$ cat src/lfc_pkg.sv
// constants and types shared by the fullstep control block
package lfc_pkg;

  // register indices; byte address is four times the index
  localparam logic [9:0] IDX_GENERAL   = 10'h000;
  localparam logic [9:0] IDX_REFERENCE = 10'h001;
  localparam logic [9:0] IDX_DRV_OUT   = 10'h004;
  localparam logic [9:0] IDX_STATUS    = 10'h005;
  localparam logic [9:0] IDX_SW_VEL    = 10'h01d;
  localparam logic [9:0] IDX_FS_VEL    = 10'h060;
  localparam logic [9:0] IDX_LS_TIMER  = 10'h062;
  localparam logic [9:0] IDX_COVER_LO  = 10'h06c;
  localparam logic [9:0] IDX_COVER_HI  = 10'h06d;

  // apb address layout
  localparam int          ADDR_W      = 12;
  localparam int          IDX_LSB     = 2;
  localparam int          IDX_MSB     = 11;

  // fields
  localparam int          MODE_LSB    = 21;
  localparam int          MODE_MSB    = 22;
  localparam logic [1:0]  MODE_ON     = 2'h1;
  localparam int          AUTO_COVER  = 0;
  localparam int          FMT_LSB     = 0;
  localparam int          FMT_MSB     = 3;
  localparam logic [3:0]  FMT_HS_A    = 4'hd;
  localparam logic [3:0]  FMT_HS_B    = 4'hc;
  localparam int          FS_VEL_W    = 24;
  localparam int          LS_TIMER_W  = 32;

  // status bits
  localparam int          ST_FS_ACT   = 0;
  localparam int          ST_EN_PIN   = 1;
  localparam int          ST_FEEDBACK = 2;
  localparam int          ST_SIDE     = 3;
  localparam int          ST_BUSY     = 4;
  localparam int          ST_HS       = 5;

  localparam logic [31:0] REG_RESET   = 32'h0000_0000;

  typedef enum logic {
    LFC_COVER_IDLE,
    LFC_COVER_SEND
  } lfc_cover_state_t;

endpackage

$ cat src/lfc_top.sv
// load-adaptive fullstep control with apb registers and driver handshake
//
// Added by the designer: register access over APB.
`timescale 1ns/1ps
//
// Notes on behaviour
// RL1: software sets chopper switch velocity slightly below fullstep threshold.
// RL2: low-velocity cover register holds microstep chopper settings.
// RL3: high-velocity cover register holds constant off-time chopper settings.
// RL4: automatic cover bit set makes device send cover datagrams itself.
// RL5: auto on, below threshold: low-velocity settings go to driver.
// RL6: auto on, fullstep region: high-velocity settings go to driver.
// RL7: feedback pin takes driver feedback; enable pin drives driver enable.
// RL8: driver setup for handshake goes only through cover datagrams.
// RL9: handshake selected by format 1101 or 1100 and mode 01.
// RL10: handshake: enable pin high while velocity at or above threshold.
// RL11: driver waits for next fullstep position before switching.
// RL12: driver produces the feedback signal seen on the feedback pin.
// RL13: handshake: device keeps making microsteps, driver does fullstep.
// RL14: count cycles of asserted feedback; force step at timer value.
// RL15: software should enable automatic cover transfer.
// RL16: fullstep threshold register is 24 bits and write-only.
// RL17: low-speed timer register is 32 bits and write-only.
// RL18: fullstep active when enabled and absolute velocity above threshold.
// RL19: each cover datagram sent once per switch-threshold crossing.
//
module lfc_top (
  input  wire logic                      I_CORE_CLK,
  input  wire logic                      I_RSTN,
  input  wire logic                      I_PSEL,
  input  wire logic                      I_PENABLE,
  input  wire logic                      I_PWRITE,
  input  wire logic [lfc_pkg::ADDR_W-1:0] I_PADDR,
  input  wire logic [31:0]               I_PWDATA,
  output logic      [31:0]               O_PRDATA,
  output logic                           O_PREADY,
  output logic                           O_PSLVERR,
  input  wire logic [31:0]               I_ACTUAL_VELOCITY,
  input  wire logic                      I_FEEDBACK_INPUT_PIN,
  output logic                           O_FULLSTEP_ENABLE_OUTPUT_PIN,
  output logic                           O_FULLSTEP_ACTIVE,
  output logic                           O_STEP_PAUSE,
  output logic                           O_FORCE_STEP,
  output logic                           O_COVER_VALID,
  output logic      [31:0]               O_COVER_DATA,
  input  wire logic                      I_COVER_READY
);

  typedef struct packed {
    logic [31:0]                       gen;
    logic [31:0]                       refc;
    logic [31:0]                       drv;
    logic [31:0]                       sw_vel;
    logic [lfc_pkg::FS_VEL_W-1:0]      fs_vel;
    logic [lfc_pkg::LS_TIMER_W-1:0]    ls_tim;
    logic [31:0]                       cov_lo;
    logic [31:0]                       cov_hi;
    logic                              pready;
    logic                              pslverr;
    logic [31:0]                       prdata;
    logic                              fs_active;
    logic                              en_pin;
    logic                              step_pause;
    logic                              force_step;
    logic [lfc_pkg::LS_TIMER_W-1:0]    ls_cnt;
    logic                              side;
    lfc_pkg::lfc_cover_state_t         cov_st;
    logic                              cover_valid;
    logic [31:0]                       cover_data;
  } lfc_state_t;

  lfc_state_t  q;
  lfc_state_t  d;
  logic        feedback;
  logic [31:0] abs_vel;
  logic [31:0] fs_vel_ext;
  logic [9:0]  idx;
  logic        mode_on;
  logic        hs_variant;
  logic        auto_cover;
  logic        above_switch;
  logic        acc;

  ////////////////////////////////////////////////////////////////////////////
  // feedback pin synchroniser
  lfc_sync3 u_fb_sync (
    .i_clk   (I_CORE_CLK),
    .i_rstn  (I_RSTN),
    .i_pin   (I_FEEDBACK_INPUT_PIN), // [RL7]
    .o_level (feedback)
  );

  ////////////////////////////////////////////////////////////////////////////
  // decoded configuration and velocity magnitude
  assign abs_vel      = I_ACTUAL_VELOCITY[31] ? (32'h0 - I_ACTUAL_VELOCITY)
                                              : I_ACTUAL_VELOCITY;
  assign fs_vel_ext   = {8'h00, q.fs_vel};
  assign idx          = I_PADDR[lfc_pkg::IDX_MSB:lfc_pkg::IDX_LSB];
  assign acc          = I_PSEL && I_PENABLE;
  assign mode_on      = q.gen[lfc_pkg::MODE_MSB:lfc_pkg::MODE_LSB]
                        == lfc_pkg::MODE_ON;
  assign hs_variant   = mode_on &&                                // [RL9]
                        (q.drv[lfc_pkg::FMT_MSB:lfc_pkg::FMT_LSB]
                           == lfc_pkg::FMT_HS_A ||
                         q.drv[lfc_pkg::FMT_MSB:lfc_pkg::FMT_LSB]
                           == lfc_pkg::FMT_HS_B);
  assign auto_cover   = q.refc[lfc_pkg::AUTO_COVER];
  assign above_switch = abs_vel > q.sw_vel;

  ////////////////////////////////////////////////////////////////////////////
  // next-state logic for bus slave, fullstep logic and cover sender
  always_comb begin
    d = q;
    // one wait state: answer on the second access cycle
    d.pready = acc && !q.pready;
    if (acc && !q.pready) begin
      d.pslverr = 1'b0;
      d.prdata  = lfc_pkg::REG_RESET;
      unique case (idx)
        lfc_pkg::IDX_GENERAL:   d.prdata = q.gen;
        lfc_pkg::IDX_REFERENCE: d.prdata = q.refc;
        lfc_pkg::IDX_DRV_OUT:   d.prdata = q.drv;
        lfc_pkg::IDX_STATUS: begin
          d.prdata[lfc_pkg::ST_FS_ACT]   = q.fs_active;
          d.prdata[lfc_pkg::ST_EN_PIN]   = q.en_pin;
          d.prdata[lfc_pkg::ST_FEEDBACK] = feedback;
          d.prdata[lfc_pkg::ST_SIDE]     = q.side;
          d.prdata[lfc_pkg::ST_BUSY]     = q.cover_valid;
          d.prdata[lfc_pkg::ST_HS]       = hs_variant;
        end
        lfc_pkg::IDX_SW_VEL:    d.prdata = q.sw_vel;
        // write-only registers read as zero
        lfc_pkg::IDX_FS_VEL:    d.prdata = lfc_pkg::REG_RESET; // [RL16]
        lfc_pkg::IDX_LS_TIMER:  d.prdata = lfc_pkg::REG_RESET; // [RL17]
        lfc_pkg::IDX_COVER_LO:  d.prdata = q.cov_lo;
        lfc_pkg::IDX_COVER_HI:  d.prdata = q.cov_hi;
        default:                d.pslverr = 1'b1;
      endcase
    end else if (!acc) begin
      d.pslverr = 1'b0;
      d.prdata  = lfc_pkg::REG_RESET;
    end
    // writes land at the edge that samples pready high
    if (acc && q.pready && I_PWRITE) begin
      unique case (idx)
        lfc_pkg::IDX_GENERAL:   d.gen    = I_PWDATA;
        lfc_pkg::IDX_REFERENCE: d.refc   = I_PWDATA;
        lfc_pkg::IDX_DRV_OUT:   d.drv    = I_PWDATA;
        lfc_pkg::IDX_SW_VEL:    d.sw_vel = I_PWDATA;
        lfc_pkg::IDX_FS_VEL:
          d.fs_vel = I_PWDATA[lfc_pkg::FS_VEL_W-1:0];          // [RL16]
        lfc_pkg::IDX_LS_TIMER:  d.ls_tim = I_PWDATA;         // [RL17]
        lfc_pkg::IDX_COVER_LO:  d.cov_lo = I_PWDATA;         // [RL2]
        lfc_pkg::IDX_COVER_HI:  d.cov_hi = I_PWDATA;         // [RL3]
        default: ;
      endcase
    end

    // fullstep region and handshake enable
    d.fs_active = mode_on && (abs_vel > fs_vel_ext);        // [RL18]
    d.en_pin    = hs_variant && (abs_vel >= fs_vel_ext);    // [RL10]
    // handshake leaves fullstep to the driver, so steps never pause
    d.step_pause = mode_on && !hs_variant && feedback;      // [RL13]

    // low-speed timer: zero value disables forcing
    d.force_step = 1'b0;
    if (mode_on && feedback && (q.ls_tim != '0)) begin
      if (q.ls_cnt >= q.ls_tim - 32'h1) begin
        d.force_step = 1'b1;                                 // [RL14]
        d.ls_cnt     = '0;
      end else begin
        d.ls_cnt = q.ls_cnt + 32'h1;
      end
    end else begin
      d.ls_cnt = '0;
    end

    // cover sender: one datagram per crossing, held until taken
    unique case (q.cov_st)
      lfc_pkg::LFC_COVER_IDLE: begin
        if (auto_cover && (above_switch != q.side)) begin   // [RL4] [RL19]
          d.cover_valid = 1'b1;
          d.cover_data  = above_switch ? q.cov_hi           // [RL6]
                                       : q.cov_lo;          // [RL5]
          d.side        = above_switch;
          d.cov_st      = lfc_pkg::LFC_COVER_SEND;
        end
      end
      lfc_pkg::LFC_COVER_SEND: begin
        if (I_COVER_READY) begin
          d.cover_valid = 1'b0;
          d.cov_st      = lfc_pkg::LFC_COVER_IDLE;
        end
      end
    endcase
  end

  ////////////////////////////////////////////////////////////////////////////
  // state register
  always_ff @(posedge I_CORE_CLK or negedge I_RSTN) begin
    if (!I_RSTN) begin
      q        <= '0;
      q.cov_st <= lfc_pkg::LFC_COVER_IDLE;
    end else begin
      q <= d;
    end
  end

  ////////////////////////////////////////////////////////////////////////////
  // outputs, all straight from flops
  assign O_PRDATA                     = q.prdata;
  assign O_PREADY                     = q.pready;
  assign O_PSLVERR                    = q.pslverr;
  assign O_FULLSTEP_ENABLE_OUTPUT_PIN = q.en_pin;      // [RL7]
  assign O_FULLSTEP_ACTIVE            = q.fs_active;
  assign O_STEP_PAUSE                 = q.step_pause;
  assign O_FORCE_STEP                 = q.force_step;
  assign O_COVER_VALID                = q.cover_valid;
  assign O_COVER_DATA                 = q.cover_data;
endmodule

$ cat src/lfc_sync3.sv
// three-stage synchroniser with agreement filter for one pin
`timescale 1ns/1ps
module lfc_sync3 (
  input  wire logic i_clk,
  input  wire logic i_rstn,
  input  wire logic i_pin,
  output logic      o_level
);

  typedef struct packed {
    logic s1;
    logic s2;
    logic s3;
    logic level;
  } lfc_sync_state_t;

  lfc_sync_state_t q;
  lfc_sync_state_t d;

  // first stage feeds only the second; level moves once stages 2 and 3 agree
  always_comb begin
    d    = q;
    d.s1 = i_pin;
    d.s2 = q.s1;
    d.s3 = q.s2;
    if (q.s2 == q.s3) begin
      d.level = q.s3;
    end
  end

  always_ff @(posedge i_clk or negedge i_rstn) begin
    if (!i_rstn) begin
      q <= '0;
    end else begin
      q <= d;
    end
  end

  assign o_level = q.level;

endmodule

$ cat config.mk
export PLATFORM = sky130hd
export DESIGN_NAME = lfc_top
export DESIGN_NICKNAME = d
export VERILOG_FILES = /design/src/lfc_pkg.sv /design/src/lfc_top.sv /design/src/lfc_sync3.sv
export SDC_FILE = /design/constraint.sdc
export NUM_CORES = 1
export LEC_CHECK = 0
export BUFFER_PORTS_ARGS = -buffer_cell sky130_fd_sc_hd__buf_2
export CELL_PAD_IN_SITES_DETAIL_PLACEMENT = 1
export CELL_PAD_IN_SITES_GLOBAL_PLACEMENT = 2
export CORE_AREA = 10 10 224 268
export DETAILED_ROUTE_END_ITERATION = 8
export DIE_AREA = 0 0 234 278
export GPL_TIMING_DRIVEN = 0
export PLACE_DENSITY_LB_ADDON = 0.1
export SLEW_MARGIN = 15
export SYNTH_ARGS = -nofsm -noshare
export SYNTH_HDL_FRONTEND = slang
export SYNTH_HIERARCHICAL = 1
export SYNTH_SLANG_ARGS = --single-unit
$ cat constraint.sdc
create_clock -name I_CORE_CLK -period 3.6 [get_ports I_CORE_CLK]
set_input_delay 0.36 -clock I_CORE_CLK [delete_from_list [all_inputs] [get_ports I_CORE_CLK]]
set_output_delay 0.36 -clock I_CORE_CLK [all_outputs]
set_load 0.01 [all_outputs]
==> flow_summary.yaml <==
status:
  status: "finished, violations left"
  violations: "setup timing"
power:
  power_density_nw_per_um2: 370.7
  leakagePower_nw: 11.54
  peakVddDrop_uv: 310.3
critical_path:
  crit_path_start: "I_ACTUAL_VELOCITY[8]"
  cp-start-kind: "primary input"
  cpPeakStageDelay_ns: 0.57
  path_max_fanout: 10
  path_cells: "buf_6 > or4_4 > nand4bb_4 > or2_4 > buf_12 > o31ai_4 > xnor2_2 > ha_1 > nand4_1 > buf_6 > buf_4 > nor3_4 > a221oi_2 > o22a_1 > buf_8 > nand3_4 > clkbuf_16 > o22ai_4 > a221oi_2"
  timing.rr.start: "q[172]"
  endpoint_kind: "register"
  worst_ep_required_time_ns: 4.07
  cp_data_arrival_time_ns: 4.41
  slowest_stage: "or4_4"
  crit_type: "primary input to register"
global_route:
  grt_pass1_vias: 17760
  grt_first_pass_wirelength_um: 110000
  antenna_found_initial: 7
  grtUsageTotal_pct: 22.15
  grt_max_degree: 98
  grt_overflow_total: 0
drt:
  antenna_left: 0
  dr.pass1.iters: 8
  vias_per_cell: 5.542
  post_drt_wl_per_cell_um: 25.07
  drt-total-wl_um: 73240
  drc: 0
  vias: 16190
  drt_iter0_markers: 1003
sta:
  rsz0062_at_grt: "yes"
  layout_min_cycle_time_ns: 3.939
  fin_skew_ns: 0.02194
  setup_viol: 68
  drv_slew: 0
  setup_total_negative_slack_ns: -15.54
  worst_pin_slew_ns: 0.9784
  worst_slack_ns: -0.3387
  max-slew-margin-rel_pct: 34.77
  max_freq_mhz: 253.9
  hold_viol: 0
  finalCritPeriodShare_pct: 109.4
clock_tree:
  clk_latency_ns: 0.58
  tritoncts: "yes"
  cts_max_level: 2
  cts_inserted_buffers: 43
  cts.sinks: 357
  cts-root-buf: "clkbuf_16"
  clk_pin_slew_ns: 0.06
  max-clock-path-buffers: 3
floorplanning:
  start_util_pct: 35.74
  num_rows: 94
  die_width_um: 234
  die_height_um: 278
  io_pins: 154
  die_area_sq_um: 65050
  core_region_area_sq_um: 54570
synthesis:
  ys_seq_elements: 357
  yosysWarningCount: 6
  syn_area_per_cell_sq_um: 10.27
  synth_ff_type: "dfrtp_1"
  synth_edf_count: 0
  yosysSeqAreaShare_pct: 45.80
  synth_nets: 2074
  async_flop_share_pct: 100.0
  synth_cell_types: 64
  syn_area_sq_um: 19500
  synthCells: 1899
final_layout:
  multi_input_area_sq_um: 10610
  final_nets: 2340
  drive_above_1_share_pct: 34.39
  area_growth_pct: 29.03
  n_fill_cell: 5978
  regArea_sq_um: 8934
placed_design:
  port_buffers: 148
  place_ws_ns: -1.700
  place.detailed.hpwl_um: 54150
  gp_congestion: 0.8487
min_path:
  min_from: "I_COVER_READY"
  min_path_type: "primary input to register"
flow_run:
  maxCapViolations: 0
## cell families (layout without fill, tap and decap cells)
logic type      count (synthesis)  count (layout)  synth area share [%]
simple gates                  456             457                 11.66
compound gates                421             421                 15.01
flops                         357             357                 45.80
buf+inv                       301             599                 7.050
mux                           183             183                 10.57
fa+ha+maj                      93              93                 5.959
xor+xnor                       88              88                 3.952
other cells                     0               3                     0
## cell usage after synthesis, types with 3 or more instances
cell / count / area (sq um)
a21o_1: 25 / 187.7
a21oi_1: 60 / 300.3
a221oi_1: 38 / 332.8
a222oi_1: 37 / 370.4
a22o_1: 27 / 236.5
a22oi_1: 26 / 195.2
a31oi_1: 4 / 25.02
and3_1: 13 / 81.33
and4_1: 5 / 43.79
buf_1: 5 / 18.77
buf_2: 4 / 20.02
buf_4: 64 / 480.5
clkbuf_1: 98 / 367.9
dfrtp_1: 357 / 8934
ha_1: 92 / 1151
inv_1: 130 / 488.0
mux2_2: 183 / 2061
nand2_1: 173 / 649.4
nand2b_1: 7 / 43.79
nand3_1: 67 / 335.3
nand4_1: 24 / 150.1
nor2_1: 40 / 150.1
nor2b_1: 7 / 43.79
nor3_1: 53 / 265.3
nor4_1: 19 / 118.9
nor4b_1: 3 / 26.28
o211ai_1: 47 / 352.8
o21a_1: 4 / 30.03
o21ai_0: 94 / 470.5
o22ai_1: 33 / 206.5
o31ai_1: 11 / 82.58
or2_2: 5 / 31.28
or3_1: 11 / 68.82
or3_2: 3 / 22.52
or4_1: 7 / 52.55
or4_4: 3 / 33.78
xnor2_1: 63 / 551.8
xor2_1: 25 / 219.0
## cell usage in the layout (no fill, tap or decap), drive strengths merged, types with 6 or more instances in the layout
cell type  netlist  layout
nand4           24      24
clkinv           0       8
o31ai           12      12
inv            130     130
o22ai           33      33
nor4            21      21
o211ai          47      47
xor2            25      25
a221oi          38      38
and3            13      13
nor2            40      40
or3             15      15
xnor2           63      63
o21ai           96      96
a22oi           26      26
dfrtp          357     357
buf             73     302
a21o            25      25
nand3           67      67
or4             10      10
nand2          173     173
and4             6       6
a222oi          37      37
nor2b            7       7
nor3            53      53
a21oi           60      60
ha              92      92
or2              6       6
mux2           183     183
clkbuf          98     152
nand2b           7       7
a22o            27      27
## stage by stage
stage	cells	hold WS [ns]	total power, mW	cell area (sq um)	util (%)
final	2921	0.05647	9.330	25170	46.12
after global routing	2919	0.04997	9.652	25160	46.11
after CTS	2892	0.03491	9.402	24510	44.91
after detailed placement	2771	0.3331	4.687	21500	39.40
after global placement	2767	0.3480	4.652	21370	39.16
after floorplan	1899	0.06441	4.351	19730	-
## layer usage
| metal | global-route usage [%] | vias up | wire, um |
|---|---|---|---|
| met3 | 3.094 | 112 | 2669 |
| li1 | - | 7389 | - |
| met1 | 25.86 | 8360 | 29450 |
| met2 | 40.57 | 324 | 38730 |
| met5 | 0 | - | 11 |
| met4 | 7.154 | 2 | 2373 |
## power by group
part           switching, mW  internal, mW
combinational          0.388         0.228
clock                   1.84          2.81
sequential            0.0305          4.03
total                   2.25          7.08
## cell type report
| class | count | share of cell area [%] |
|---|---|---|
| Buffer | 166 | 4.365 |
| Tap cell | 720 | 3.579 |
| Clock buffer | 65 | 5.250 |
| Clock inverter | 13 | 0.6811 |
| Inverter | 130 | 2.013 |
| Multi-Input combinational cell | 1242 | 42.14 |
| Antenna cell | 3 | 0.02983 |
| Timing Repair Buffer | 225 | 6.448 |
| Sequential cell | 357 | 35.50 |
## worst max-delay path, delay by kind of cell
family                   cells  cell delay, ns
adder cells (fa/ha/maj)      1            0.33
AO/OA/AOI/OAI                5            0.90
XOR/XNOR                     1            0.13
AND/OR/NAND/NOR              6            1.74
buffers and inverters        6            0.92
## what timing repair did
action / CTS / global route
setup buffers: 36 / 28
gates resized for setup: 214 / 106
hold buffers: 2 / 0
endpoints found under the hold margin: 58 / 0
gates cloned: 8 / 1
setup endpoints to repair: 157 / 161
pin swaps: 91 / 68
## flip-flops by register name, summed over array words and instances (netlist names)
signal and flops:
q 257, O_COVER_DATA 32, O_PRDATA 32, fs_vel_ext 24, u_fb_sync/d 2, O_COVER_VALID 1, O_FORCE_STEP 1, O_FULLSTEP_ACTIVE 1
O_FULLSTEP_ENABLE_OUTPUT_PIN 1, O_PREADY 1, O_PSLVERR 1, O_STEP_PAUSE 1, auto_cover 1, u_fb_sync/o_level 1, u_fb_sync/q 1
## final timing paths
path | to | slack [ns] | depth (start not counted)
min reg2reg | u_fb_sync/d[1] | 0.36 | 0
max in group asynchronous | fs_vel_ext[7] | 2.04 | 4
min in group asynchronous | q[40] | 0.32 | 2
max reg2reg | q[35] | -0.26 | 17
max | O_COVER_DATA[19] | -0.34 | 19
min | q[33] | 0.06 | 2
Note: power is estimated with default switching activity, not from simulation.
